===== src/logic/ttc_pkg.sv =====
// Package of constants and state types for the triple timer counter.
package ttc_pkg;
  // Word byte addresses of the registers on the Wishbone port.
  localparam logic [7:0] ADR_TCTRL = 8'h00;
  localparam logic [7:0] ADR_TMODE = 8'h04;
  localparam logic [7:0] ADR_T0LO = 8'h08;
  localparam logic [7:0] ADR_T0HI = 8'h0C;
  localparam logic [7:0] ADR_T1LO = 8'h10;
  localparam logic [7:0] ADR_T1HI = 8'h14;
  localparam logic [7:0] ADR_T2CTRL = 8'h18;
  localparam logic [7:0] ADR_T2LO = 8'h1C;
  localparam logic [7:0] ADR_T2HI = 8'h20;
  localparam logic [7:0] ADR_CAPLO = 8'h24;
  localparam logic [7:0] ADR_CAPHI = 8'h28;
  localparam logic [7:0] ADR_BAUDB = 8'h2C;
  // Bit positions inside timer_control.
  localparam int TC_T1F = 7;
  localparam int TC_T1R = 6;
  localparam int TC_T0F = 5;
  localparam int TC_T0R = 4;
  localparam int TC_X1F = 3;
  localparam int TC_X1T = 2;
  localparam int TC_X0F = 1;
  localparam int TC_X0T = 0;
  // Bit positions inside timer_mode_select.
  localparam int TM_G1 = 7;
  localparam int TM_CT1 = 6;
  localparam int TM_G0 = 3;
  localparam int TM_CT0 = 2;
  // Bit positions inside third_timer_control.
  localparam int T2_OVF = 7;
  localparam int T2_EXF = 6;
  localparam int T2_RXA = 5;
  localparam int T2_TXA = 4;
  localparam int T2_EXEN = 3;
  localparam int T2_RUN = 2;
  localparam int T2_CT = 1;
  localparam int T2_CAP = 0;
  // Bit positions of the second serial port baud source bits.
  localparam int BB_RXB = 1;
  localparam int BB_TXB = 0;
  // Mode codes of the two mode bits.
  localparam logic [1:0] MODE_13 = 2'h0;
  localparam logic [1:0] MODE_16 = 2'h1;
  localparam logic [1:0] MODE_RL8 = 2'h2;
  localparam logic [1:0] MODE_SPLIT = 2'h3;
  // Reset value of every register byte.
  localparam logic [7:0] RST_BYTE = 8'h00;
  // A machine cycle is six clocks; the counter wraps at the last one.
  localparam int MC_CLKS = 6;
  localparam logic [2:0] MC_LAST = 3'(MC_CLKS - 1);
  // Indices of the sampled pins in the sample vector.
  localparam int PN_CA = 0;
  localparam int PN_CB = 1;
  localparam int PN_C2 = 2;
  localparam int PN_TR = 3;
  localparam int PN_XA = 4;
  localparam int PN_XB = 5;
  // All state of the block, registered as one word.
  typedef struct packed {
    logic [2:0] mc;
    logic [7:0] timer_control;
    logic [7:0] timer_mode_select;
    logic [7:0] tl0;
    logic [7:0] th0;
    logic [7:0] tl1;
    logic [7:0] th1;
    logic [7:0] third_timer_control;
    logic [7:0] tl2;
    logic [7:0] th2;
    logic [7:0] rl;
    logic [7:0] rh;
    logic [1:0] baudb;
    logic [5:0] smp;
    logic ack;
    logic [7:0] rdat;
    logic t1bp;
    logic t2bp;
  } ttc_state_t;
endpackage


===== src/logic/ttc_top.sv =====
// Three timer counters with a classic Wishbone register port.
`timescale 1ns/1ns
`default_nettype none
module ttc_top
  import ttc_pkg::*;
(
  input wire logic clk_i,
  input wire logic rst_i,
  input wire logic wb_cyc_i,
  input wire logic wb_stb_i,
  input wire logic wb_we_i,
  input wire logic [7:0] wb_adr_i,
  input wire logic [3:0] wb_sel_i,
  input wire logic [31:0] wb_dat_i,
  output logic [31:0] wb_dat_o,
  output logic wb_ack_o,
  input wire logic count_pin_a_i,
  input wire logic count_pin_b_i,
  input wire logic third_count_pin_i,
  input wire logic third_trigger_pin_i,
  input wire logic ext_irq_pin_a_n_i,
  input wire logic ext_irq_pin_b_n_i,
  input wire logic t0_vector_i,
  input wire logic t1_vector_i,
  input wire logic ext_irq0_done_i,
  input wire logic ext_irq1_done_i,
  output logic t0_irq_o,
  output logic t1_irq_o,
  output logic ext_irq0_o,
  output logic ext_irq1_o,
  output logic t2_irq_o,
  output logic t1_baud_pulse_o,
  output logic t2_baud_pulse_o
);

  // Present state and its next value.
  ttc_state_t q;
  ttc_state_t d;

  // Machine-cycle strobe, one clock in six.
  logic tick;
  // Falling edges seen between two machine-cycle samples.
  logic [5:0] fall;
  // Current level of all sampled pins.
  logic [5:0] pins;
  // Bus request taken this cycle, and a byte write.
  logic acc;
  logic wr;
  // Count enables of the three timers.
  logic inc0;
  logic inc1;
  logic inc2;
  // Overflow events of the timers this cycle.
  logic ovf0;
  logic ovf1;
  logic ovf2;
  logic ovf0h;
  // Timer 2 baud mode and trigger event.
  logic baud2;
  logic trig2;
  // Flag set requests gathered from the counters.
  logic [7:0] set_tc;
  logic [7:0] set_t2;
  // Results of the shared step function, the split byte sums and the timer 2 sum.
  logic [16:0] r0;
  logic [16:0] r1;
  logic [8:0] s0l;
  logic [8:0] s0h;
  logic [16:0] c2;

  // One increment of a timer in modes 0 to 2; top bit is overflow.
  // Mode 0 leaves the upper three low bits alone, so their value
  // is whatever software last wrote and should be ignored.
  function automatic logic [16:0] ttc_step(
    input logic [1:0] m,
    input logic [7:0] h,
    input logic [7:0] l
  );
    logic [5:0] p;
    logic [8:0] hh;
    logic [16:0] r;
    p = {1'b0, l[4:0]} + 6'h01;
    hh = {1'b0, h} + {8'h00, p[5]};
    r = {1'b0, h, l};
    unique case (m)
      MODE_13: begin
        r = {hh[8], hh[7:0], l[7:5], p[4:0]};
      end
      MODE_16: begin
        r = {1'b0, h, l} + 17'h00001;
      end
      MODE_RL8: begin
        if (l == 8'hFF) begin
          r = {1'b1, h, h};
        end else begin
          r = {1'b0, h, l + 8'h01};
        end
      end
      MODE_SPLIT: begin
        r = {1'b0, h, l};
      end
    endcase
    return r;
  endfunction

  // Next-state logic: counting first, then bus writes, then the
  // clears, and the hardware sets last so that a set always wins.
  always_comb begin
    d = q;
    d.t1bp = 1'b0;
    d.t2bp = 1'b0;
    set_tc = 8'h00;
    set_t2 = 8'h00;
    ovf0 = 1'b0;
    ovf1 = 1'b0;
    ovf2 = 1'b0;
    ovf0h = 1'b0;
    trig2 = 1'b0;
    r0 = 17'h00000;
    r1 = 17'h00000;
    s0l = 9'h000;
    s0h = 9'h000;
    c2 = {1'b0, q.th2, q.tl2} + 17'h00001;
    // Machine cycle divider.
    tick = (q.mc == MC_LAST);
    d.mc = tick ? 3'h0 : q.mc + 3'h1;
    // Pins are sampled once per machine cycle.
    pins = {ext_irq_pin_b_n_i, ext_irq_pin_a_n_i, third_trigger_pin_i,
            third_count_pin_i, count_pin_b_i, count_pin_a_i};
    fall = q.smp & ~pins & {6{tick}};
    if (tick) begin
      d.smp = pins;
    end
    // Timer 0 and 1 enables: run bit and gate, then timer or counter.
    inc0 = tick & q.timer_control[TC_T0R]
         & (~q.timer_mode_select[TM_G0] | ext_irq_pin_a_n_i)
         & (q.timer_mode_select[TM_CT0] ? fall[PN_CA] : 1'b1);
    inc1 = tick & q.timer_control[TC_T1R]
         & (~q.timer_mode_select[TM_G1] | ext_irq_pin_b_n_i)
         & (q.timer_mode_select[TM_CT1] ? fall[PN_CB] : 1'b1);
    // Timer 0 counting in the selected mode.
    if (q.timer_mode_select[1:0] == MODE_SPLIT) begin
      // Low byte keeps timer 0 controls; high byte counts cycles.
      s0l = {1'b0, q.tl0} + 9'h001;
      s0h = {1'b0, q.th0} + 9'h001;
      if (inc0) begin
        d.tl0 = s0l[7:0];
        ovf0 = s0l[8];
      end
      if (tick & q.timer_control[TC_T1R]) begin
        d.th0 = s0h[7:0];
        ovf0h = s0h[8];
      end
    end else begin
      r0 = ttc_step(q.timer_mode_select[1:0], q.th0, q.tl0);
      if (inc0) begin
        d.th0 = r0[15:8];
        d.tl0 = r0[7:0];
        ovf0 = r0[16];
      end
    end
    // Timer 1 holds in its mode 3, as if stopped.
    r1 = ttc_step(q.timer_mode_select[5:4], q.th1, q.tl1);
    if (inc1 && q.timer_mode_select[5:4] != MODE_SPLIT) begin
      d.th1 = r1[15:8];
      d.tl1 = r1[7:0];
      ovf1 = r1[16];
    end
    // Timer 1 overflow always feeds the baud pulse; its flag is
    // taken over by the high byte of a split timer 0.
    d.t1bp = ovf1;
    set_tc[TC_T0F] = ovf0;
    if (q.timer_mode_select[1:0] == MODE_SPLIT) begin
      set_tc[TC_T1F] = ovf0h;
    end else begin
      set_tc[TC_T1F] = ovf1;
    end
    // External interrupts: edge mode latches a sampled fall,
    // level mode follows the sampled pin.
    if (q.timer_control[TC_X0T]) begin
      set_tc[TC_X0F] = fall[PN_XA];
    end else begin
      set_tc[TC_X0F] = tick & ~ext_irq_pin_a_n_i;
    end
    if (q.timer_control[TC_X1T]) begin
      set_tc[TC_X1F] = fall[PN_XB];
    end else begin
      set_tc[TC_X1F] = tick & ~ext_irq_pin_b_n_i;
    end
    // Timer 2 counting, baud, capture and reload.
    baud2 = q.third_timer_control[T2_RXA] | q.third_timer_control[T2_TXA]
          | q.baudb[BB_RXB] | q.baudb[BB_TXB];
    inc2 = tick & q.third_timer_control[T2_RUN]
         & (q.third_timer_control[T2_CT] ? fall[PN_C2] : 1'b1);
    trig2 = fall[PN_TR] & q.third_timer_control[T2_EXEN];
    if (inc2) begin
      d.th2 = c2[15:8];
      d.tl2 = c2[7:0];
      ovf2 = c2[16];
    end
    if (baud2) begin
      // Baud mode reloads on overflow only and never raises the overflow flag.
      if (ovf2) begin
        d.th2 = q.rh;
        d.tl2 = q.rl;
      end
      d.t2bp = ovf2;
      set_t2[T2_EXF] = trig2;
    end else if (q.third_timer_control[T2_CAP]) begin
      set_t2[T2_OVF] = ovf2;
      if (trig2) begin
        d.rl = q.tl2;
        d.rh = q.th2;
        set_t2[T2_EXF] = 1'b1;
      end
    end else begin
      set_t2[T2_OVF] = ovf2;
      if (ovf2 | trig2) begin
        d.th2 = q.rh;
        d.tl2 = q.rl;
      end
      set_t2[T2_EXF] = trig2;
    end
    // Bus slave: take a request, answer one cycle later.
    acc = wb_cyc_i & wb_stb_i & ~q.ack;
    wr = acc & wb_we_i & wb_sel_i[0];
    d.ack = acc;
    // Read data is latched when the request is taken.
    unique case (wb_adr_i)
      ADR_TCTRL: d.rdat = q.timer_control;
      ADR_TMODE: d.rdat = q.timer_mode_select;
      ADR_T0LO: d.rdat = q.tl0;
      ADR_T0HI: d.rdat = q.th0;
      ADR_T1LO: d.rdat = q.tl1;
      ADR_T1HI: d.rdat = q.th1;
      ADR_T2CTRL: d.rdat = q.third_timer_control;
      ADR_T2LO: d.rdat = q.tl2;
      ADR_T2HI: d.rdat = q.th2;
      ADR_CAPLO: d.rdat = q.rl;
      ADR_CAPHI: d.rdat = q.rh;
      ADR_BAUDB: d.rdat = {6'h00, q.baudb};
      default: d.rdat = 8'h00;
    endcase
    if (!acc) begin
      d.rdat = q.rdat;
    end
    // Writes override the counters; the run bit never touches them.
    if (wr) begin
      unique case (wb_adr_i)
        ADR_TCTRL: d.timer_control = wb_dat_i[7:0];
        ADR_TMODE: d.timer_mode_select = wb_dat_i[7:0];
        ADR_T0LO: d.tl0 = wb_dat_i[7:0];
        ADR_T0HI: d.th0 = wb_dat_i[7:0];
        ADR_T1LO: d.tl1 = wb_dat_i[7:0];
        ADR_T1HI: d.th1 = wb_dat_i[7:0];
        ADR_T2CTRL: d.third_timer_control = wb_dat_i[7:0];
        ADR_T2LO: d.tl2 = wb_dat_i[7:0];
        ADR_T2HI: d.th2 = wb_dat_i[7:0];
        ADR_CAPLO: d.rl = wb_dat_i[7:0];
        ADR_CAPHI: d.rh = wb_dat_i[7:0];
        ADR_BAUDB: d.baudb = wb_dat_i[1:0];
        default: d.rdat = d.rdat;
      endcase
    end
    // Clears by vectoring, by the processed interrupt, or by a high sampled pin in level mode.
    if (t0_vector_i) begin
      d.timer_control[TC_T0F] = 1'b0;
    end
    if (t1_vector_i) begin
      d.timer_control[TC_T1F] = 1'b0;
    end
    if (ext_irq0_done_i | (~q.timer_control[TC_X0T] & tick & ext_irq_pin_a_n_i)) begin
      d.timer_control[TC_X0F] = 1'b0;
    end
    if (ext_irq1_done_i | (~q.timer_control[TC_X1T] & tick & ext_irq_pin_b_n_i)) begin
      d.timer_control[TC_X1F] = 1'b0;
    end
    // Hardware sets come last and win over any clear.
    d.timer_control = d.timer_control | set_tc;
    d.third_timer_control = d.third_timer_control | set_t2;
  end

  // State register with synchronous reset.
  always_ff @(posedge clk_i) begin
    if (rst_i) begin
      q <= '0;
    end else begin
      q <= d;
    end
  end

  // Outputs come straight from the state register.
  assign wb_dat_o = {24'h000000, q.rdat};
  assign wb_ack_o = q.ack;
  assign t0_irq_o = q.timer_control[TC_T0F];
  assign t1_irq_o = q.timer_control[TC_T1F];
  assign ext_irq0_o = q.timer_control[TC_X0F];
  assign ext_irq1_o = q.timer_control[TC_X1F];
  assign t2_irq_o = q.third_timer_control[T2_OVF] | q.third_timer_control[T2_EXF];
  assign t1_baud_pulse_o = q.t1bp;
  assign t2_baud_pulse_o = q.t2bp;
endmodule
`default_nettype wire


===== config.mk =====
export PLATFORM = sky130hd
export DESIGN_NAME = ttc_top
export DESIGN_NICKNAME = d
export VERILOG_FILES = /design/src/logic/ttc_pkg.sv /design/src/logic/ttc_top.sv
export SDC_FILE = /design/constraint.sdc
export NUM_CORES = 1
export LEC_CHECK = 0
export BUFFER_PORTS_ARGS = -buffer_cell sky130_fd_sc_hd__buf_2
export CORE_MARGIN = 3
export CORE_UTILIZATION = 47
export CTS_CLUSTER_SIZE = 28
export DETAILED_ROUTE_END_ITERATION = 6
export GPL_TIMING_DRIVEN = 0
export PLACE_DENSITY_LB_ADDON = 0.3
export SYNTH_ARGS = -nofsm -noshare
export SYNTH_HDL_FRONTEND = slang
export SYNTH_SLANG_ARGS = --single-unit

===== constraint.sdc =====
create_clock -name clk_i -period 2.4 [get_ports clk_i]
set_input_delay 0 -clock clk_i [delete_from_list [all_inputs] [get_ports clk_i]]
set_output_delay 0 -clock clk_i [all_outputs]
set_load 0.02 [all_outputs]

**After elaboration in Yosys (flattened, before gate mapping)**

Cells that the tools add are included.

- Equality and inequality tests: 21
- Add/subtract/negate cells: 12
- Multiplexer cells: 51
- Bitwise operators: 41
- Reductions and logical operators: 8

Operators by type and width:

| kind | count |
|---|---|
| $mux 16 | 11 |
| $mux 8 | 13 |
| $pmux 8 s12 | 1 |
| $mux 90 | 1 |
| $pmux 17 s4 | 1 |
| $add 16x1->17 const B | 3 |
| $pmux 17 s3 | 1 |
| $mux 17 | 2 |
| $eq 8x5->1 const B | 4 |
| $eq 8x6->1 const B | 4 |
| $mux 1 | 20 |
| $and 1x1->1 | 19 |
| $add 8x1->9 | 2 |
| $add 8x1->9 const B | 2 |
| $add 8x1->8 const B | 2 |
| $eq 8x4->1 const B | 2 |
| $eq 8x8->1 const B | 2 |
| $or 8x8->8 | 2 |
| $add 5x1->6 const B | 2 |
| $and 6x6->6 | 2 |
| $or 1x1->1 | 9 |
| $eq 2x2->1 const B | 4 |
| $eq 8x3->1 const B | 1 |
| $logic_not 8->1 | 1 |
| other kinds (11) | 22 |

- Output and inout port bits: 40
- Input bits: 59
- Logic and storage cells: 151
- Register bits: 110

**Logic depth before layout (Yosys ltp)**

- Depth in word-level cells: 14
- Gate-level depth with buffers: 9
- Depth with buffers taken out: 8

**Worst setup path before layout**

OpenSTA, ideal clock, no wires.

- Path type: reg-to-reg
- Start: reg q[75] in the netlist's numbering
- End: reg q[81] in the netlist's numbering
- Path slack: 0.310 ns
- Data required time: 2.314 ns
- Setup time: 0.086 ns
- Buffers on the path: 1
- Stages on the path, launching flop included: 10
- Data arrival time: 2.004 ns
- Clock period less this slack: 2.090 ns
- Cells stage by stage: dfxtp_1 clkbuf_2 nand4_1 nor2_1 ha_1 inv_1 or4_1 a31oi_1 a211oi_1 a211oi_1

- Cells in the longest elaborated chain, start to end: 6
- Elaborated cells on any way between the ends: 9

RTL lines:

| element | RTL line | source |
|---|---|---|
| start: declaration | ttc_top.sv:37 | `ttc_state_t q;` |
| start signal: assignment | ttc_top.sv:286 | `q <= '0;` |
| start signal: assignment | ttc_top.sv:288 | `q <= d;` |
| $add 16x1->17 or $add 8x1->9 (tied branches) | ttc_top.sv:90, ttc_top.sv:83 |  |
| $pmux 17 s3 | ttc_top.sv:85 | `unique case (m)` |
| $mux 16 | ttc_top.sv:156 | `if (inc0) begin` |
| $mux 16 (*) | ttc_top.sv:142 | `if (q.timer_mode_select[1:0] == MODE_SPLIT) begin` |
| $mux 8 | ttc_top.sv:249 | `unique case (wb_adr_i)` |
| $mux 90 (*) | ttc_top.sv:248 | `if (wr) begin` |

Mark *: on every way between the ends. The rest lies on a longest branch, timed or not.
A chain may end at the register's enable or synchronous reset.

**Worst setup path in the final report**

- Start: reg q[91] in the netlist's numbering
- End: reg q[75] in the netlist's numbering

- Cells in the longest elaborated chain, start to end: 6
- Elaborated cells on any way between the ends: 9

RTL lines:

| element | RTL line |
|---|---|
| $eq 2x2->1, or another cell as far along | ttc_top.sv:85 |
| $pmux 17 s3 | ttc_top.sv:85 |
| $mux 16 | ttc_top.sv:156 |
| $mux 16 (*) | ttc_top.sv:142 |
| $mux 8 | ttc_top.sv:249 |
| $mux 90 (*) | ttc_top.sv:248 |

Marked as above.

==> flow_summary_export.csv <==
group,metric,value,unit
critical_path,critPathMaxFanout,10,
critical_path,ff2ff_path_depth,6,
synthesis,yosys.area_share.simple,26.24,%
critical_path,regToRegEndpoint,"q[75]",
critical_path,crit_path_end_kind,"flip-flop",
placed_design,hpwl,22190,um
clocking,insertion_delay,0.37,ns
die,rows,47,
critical_path,crit_family,"simple AND/OR/NAND/NOR gates",
power_and_ir_drop,ir_drop,0.3423,mV
min_path,hold_path.class,"in -> reg",
final_layout,nets,1177,
clocking,clk_pin_slew,0.08,ns
placed_design,gp_congestion,1.042,
clocking,clock_sinks,110,
synthesis,postSynth.asyncResetShare,0,%
critical_path,worstPathRequired,2.68,ns
sta,finClkSkew,0.01135,ns
clocking,cts_tree,"built",
outcome,status,"complete, no violations",
grt,antenna_found_initial,0,
critical_path,rrSetupSlack,0.01,ns
critical_path,startpoint_type,"flip-flop",
synthesis,ys.flop_type,"dfxtp_1",
power_and_ir_drop,power_density,404.3,nW/um2
grt,grt-ovfl-total,0,
route,wl,31110,um
clocking,htree_num_levels,3,
synthesis,synthXorXnorAreaFrac,2.060,%
power_and_ir_drop,power_leakage,3.169,nW
critical_path,path_depth,6,
sta,rsz0062_at_grt,"true",
placed_design,placed_area,8653,um2
synthesis,yosys.area_share.adder,1.549,%
sta,finalSetupTns,0,ns
die,die_w,137.1,um
grt,grt_use_total,32.69,%
synthesis,synth_top_family_by_area,"simple AND/OR/NAND/NOR gates",
sta,worst_pin_slew,1.178,ns
route,via_per_inst,6.648,
clocking,clockRootBuffer,"clkbuf_16",
critical_path,arrival,2.67,ns
route,vias,8862,
sta,fin_crit_sh,99.55,%
die,initial_core_util,48.37,%
die,ioPinCount,99,
critical_path,critPathLaunch,"q[91]",
critical_path,path_class,"reg -> reg",
final_layout,drive_gt1_share,17.27,%
sta,slew_headroom,20.77,%
synthesis,synthesis.area,8079,um2
critical_path,critPathMaxStageDelay,0.54,ns
critical_path,cp_num_buf_inv,1,
sta,setup_viol_count_final,0,
clocking,cts_buffers,9,
final_layout,area_growth,13.94,%
job,max-cap-violations,0,
placed_design,port_buffers,40,
synthesis,synth_mux_area_share,8.409,%
die,die_y,137.1,um
final_layout,design_area,9205,um2
route,drt-initial-drc-count,1261,
critical_path,cp_slowest_cell,"or4_1",
die,dieArea,18800,um2
synthesis,synth_compound_area_share,25.10,%
die,core_area,16700,um2
critical_path,timing.rr.start,"q[91]",
synthesis,synth_seq_cells,110,
grt,grt_max_degree,18,
sta,hold_viol_final,0,
grt,grt_pass1_wl,46690,um
route,ant_nets,0,
sta,period_minus_slack,2.389,ns
synthesis,synth_edf_count,0,
sta,fmax,418.5,MHz
synthesis,synthCells,1023,
synthesis,syn_avg_cell_area,7.897,um2
route,routedWlPerCell,23.33,um
final_layout,final_util,55.12,%
clocking,clock_path_buffers,2,
synthesis,ys_warn_count,0,
synthesis,yosys.cell_types.count,77,
route,drc,0,
sta,slew_viol_final,0,
final_layout,num-fill-cells,1633,
critical_path,critPathCapture,"q[75]",
critical_path,crit_chain,"ha_1, clkbuf_1, nor2b_1, a221oi_1, or4_1, a211oi_2",
grt,grt_pass1_vias,7884,
route,first_pass_iters,7,
synthesis,seq_area_frac_synth,27.26,%
==> stage by stage <==
step	total power (W)	std cells	hold WS (ns)	setup WS [ns]
finish	0.003722	1333	0.04147	0.01072
global route	0.003822	1332	0.04139	-0.1074
CTS	0.003702	1332	0.03459	0.001673
detailed placement	0.002248	1306	0.2578	-0.3281
global placement	0.002248	1306	0.2516	-0.3979
floorplan	0.002116	1046	0.1360	0.3103
==> logic make-up after synthesis <==
kind of cell             count (synthesis)
AO/OA/AOI/OAI                          285
XOR/XNOR                                19
adder cells (fa/ha/maj)                 10
buffers and inverters                  146
flip-flops                             110
multiplexers                            63
other                                    1
AND/OR/NAND/NOR                        389
==> final cells by class <==
cell class / count / area [um2] / area share (%)
Antenna cell: 1 / 2.502 / 0.02718
Buffer: 121 / 670.6 / 7.286
Clock inverter: 4 / 30.03 / 0.3262
Tap cell: 220 / 275.3 / 2.990
Timing Repair Buffer: 53 / 325.3 / 3.534
Sequential cell: 110 / 2203 / 23.94
Multi-Input combinational cell: 790 / 5369 / 58.33
Clock buffer: 11 / 242.7 / 2.637
Inverter: 23 / 86.33 / 0.9379
==> how the worst min path moves through the flow <==
stage | from | end | slack [ns] | cells past startpoint
3_3_place_gp | third_count_pin_i | q[13] | 0.25 | 3
4_1_cts | wb_dat_i[3] | q[62] | 0.03 | 3
2_1_floorplan | count_pin_a_i | q[11] | 0.14 | 2
5_1_grt | wb_dat_i[3] | q[62] | 0.04 | 3
3_5_place_dp | count_pin_b_i | q[12] | 0.26 | 3
6_report | wb_dat_i[3] | q[62] | 0.04 | 3
==> per-layer routing <==
metal	track usage [%]	vias to the layer above	share of wire (%)
met5	0	-	0
met4	15.74	0	5.5
met3	7.243	115	11
met2	47.68	636	42
met1	45.47	4125	41
li1	-	3986	-
==> power breakdown <==
group / internal (W) / switching, W
Combinational: 0.000123 / 0.000282
Sequential: 0.00183 / 0.00000631
Clock: 0.000735 / 0.000741
==> worst reg2reg max path, cell delays in order (launching register included) <==
cell and delay (ns):
dfxtp_1 0.42, ha_1 0.18, clkbuf_1 0.37, nor2b_1 0.44
a221oi_1 0.13, or4_1 0.54, a211oi_2 0.23
==> Yosys cell counts, types with 5 or more instances <==
cell / number / area (um2)
and2_1: 10 / 62.56
o21ai_0: 52 / 260.3
a22oi_1: 9 / 67.56
o2bb2ai_1: 6 / 52.55
and3_1: 8 / 50.05
a31oi_1: 14 / 87.58
nor3b_1: 16 / 120.1
o211ai_1: 11 / 82.58
ha_1: 10 / 125.1
nand2_1: 84 / 315.3
nand4_1: 28 / 175.2
mux2_2: 9 / 101.4
o31ai_1: 9 / 67.56
a22o_1: 7 / 61.31
a41oi_1: 5 / 43.79
nor2_1: 82 / 307.8
mux2i_1: 51 / 510.5
nor2b_1: 14 / 87.58
a31o_2: 6 / 52.55
buf_1: 8 / 30.03
nand2b_1: 5 / 31.28
buf_4: 37 / 277.8
nand3_1: 51 / 255.2
inv_1: 23 / 86.33
a2111oi_0: 9 / 78.83
nor3_1: 21 / 105.1
a21oi_1: 47 / 235.2
nor4_1: 13 / 81.33
nor4b_1: 8 / 70.07
a311oi_1: 9 / 78.83
a32oi_1: 9 / 78.83
dfxtp_1: 110 / 2202
clkbuf_1: 49 / 183.9
xor2_1: 13 / 113.9
nor4_4: 5 / 106.4
a211oi_1: 30 / 225.2
or3_1: 13 / 81.33
a221oi_1: 9 / 78.83
buf_6: 5 / 56.30
buf_2: 21 / 105.1
and4_1: 5 / 43.79
xnor2_1: 6 / 52.55
==> layout by cell type, fill, tap and decap left out, types with 10 or more instances in the layout <==
cell type        n
buf_2           63
a21oi_1         46
mux2i_1         51
nand4_1         28
nand3_1         50
o21ai_0         51
clkbuf_1        43
conb_1          24
nor4_1          10
dfxtp_1        109
nand2_1         82
dlygate4sd3_1   11
nor2_1          80
or3_1           13
a31oi_1         14
nor3b_1         16
nor3_1          20
xor2_1          13
o211ai_1        11
a211oi_1        28
inv_1           23
nor2b_1         13
and2_1          10
buf_4           39
==> flip-flops by register name, indices dropped and copies added, names as in the netlist <==
| signal | flops |
|---|---|
| t0_irq_o | 1 |
| ext_irq0_o | 1 |
| wb_ack_o | 1 |
| wb_dat_o | 8 |
| t1_baud_pulse_o | 1 |
| ext_irq1_o | 1 |
| t2_baud_pulse_o | 1 |
| t1_irq_o | 1 |
| q | 95 |
==> repair_timing <==
| action | CTS | global route |
|---|---|---|
| setup endpoints to repair | 46 | 44 |
| hold buffers | 11 | 0 |
| buffers inserted | 0 | 2 |
| endpoints found under the hold margin | 11 | 0 |
| pin swaps | 0 | 4 |
| gates resized for setup | 19 | 19 |
(Power assumes the default switching activity.)
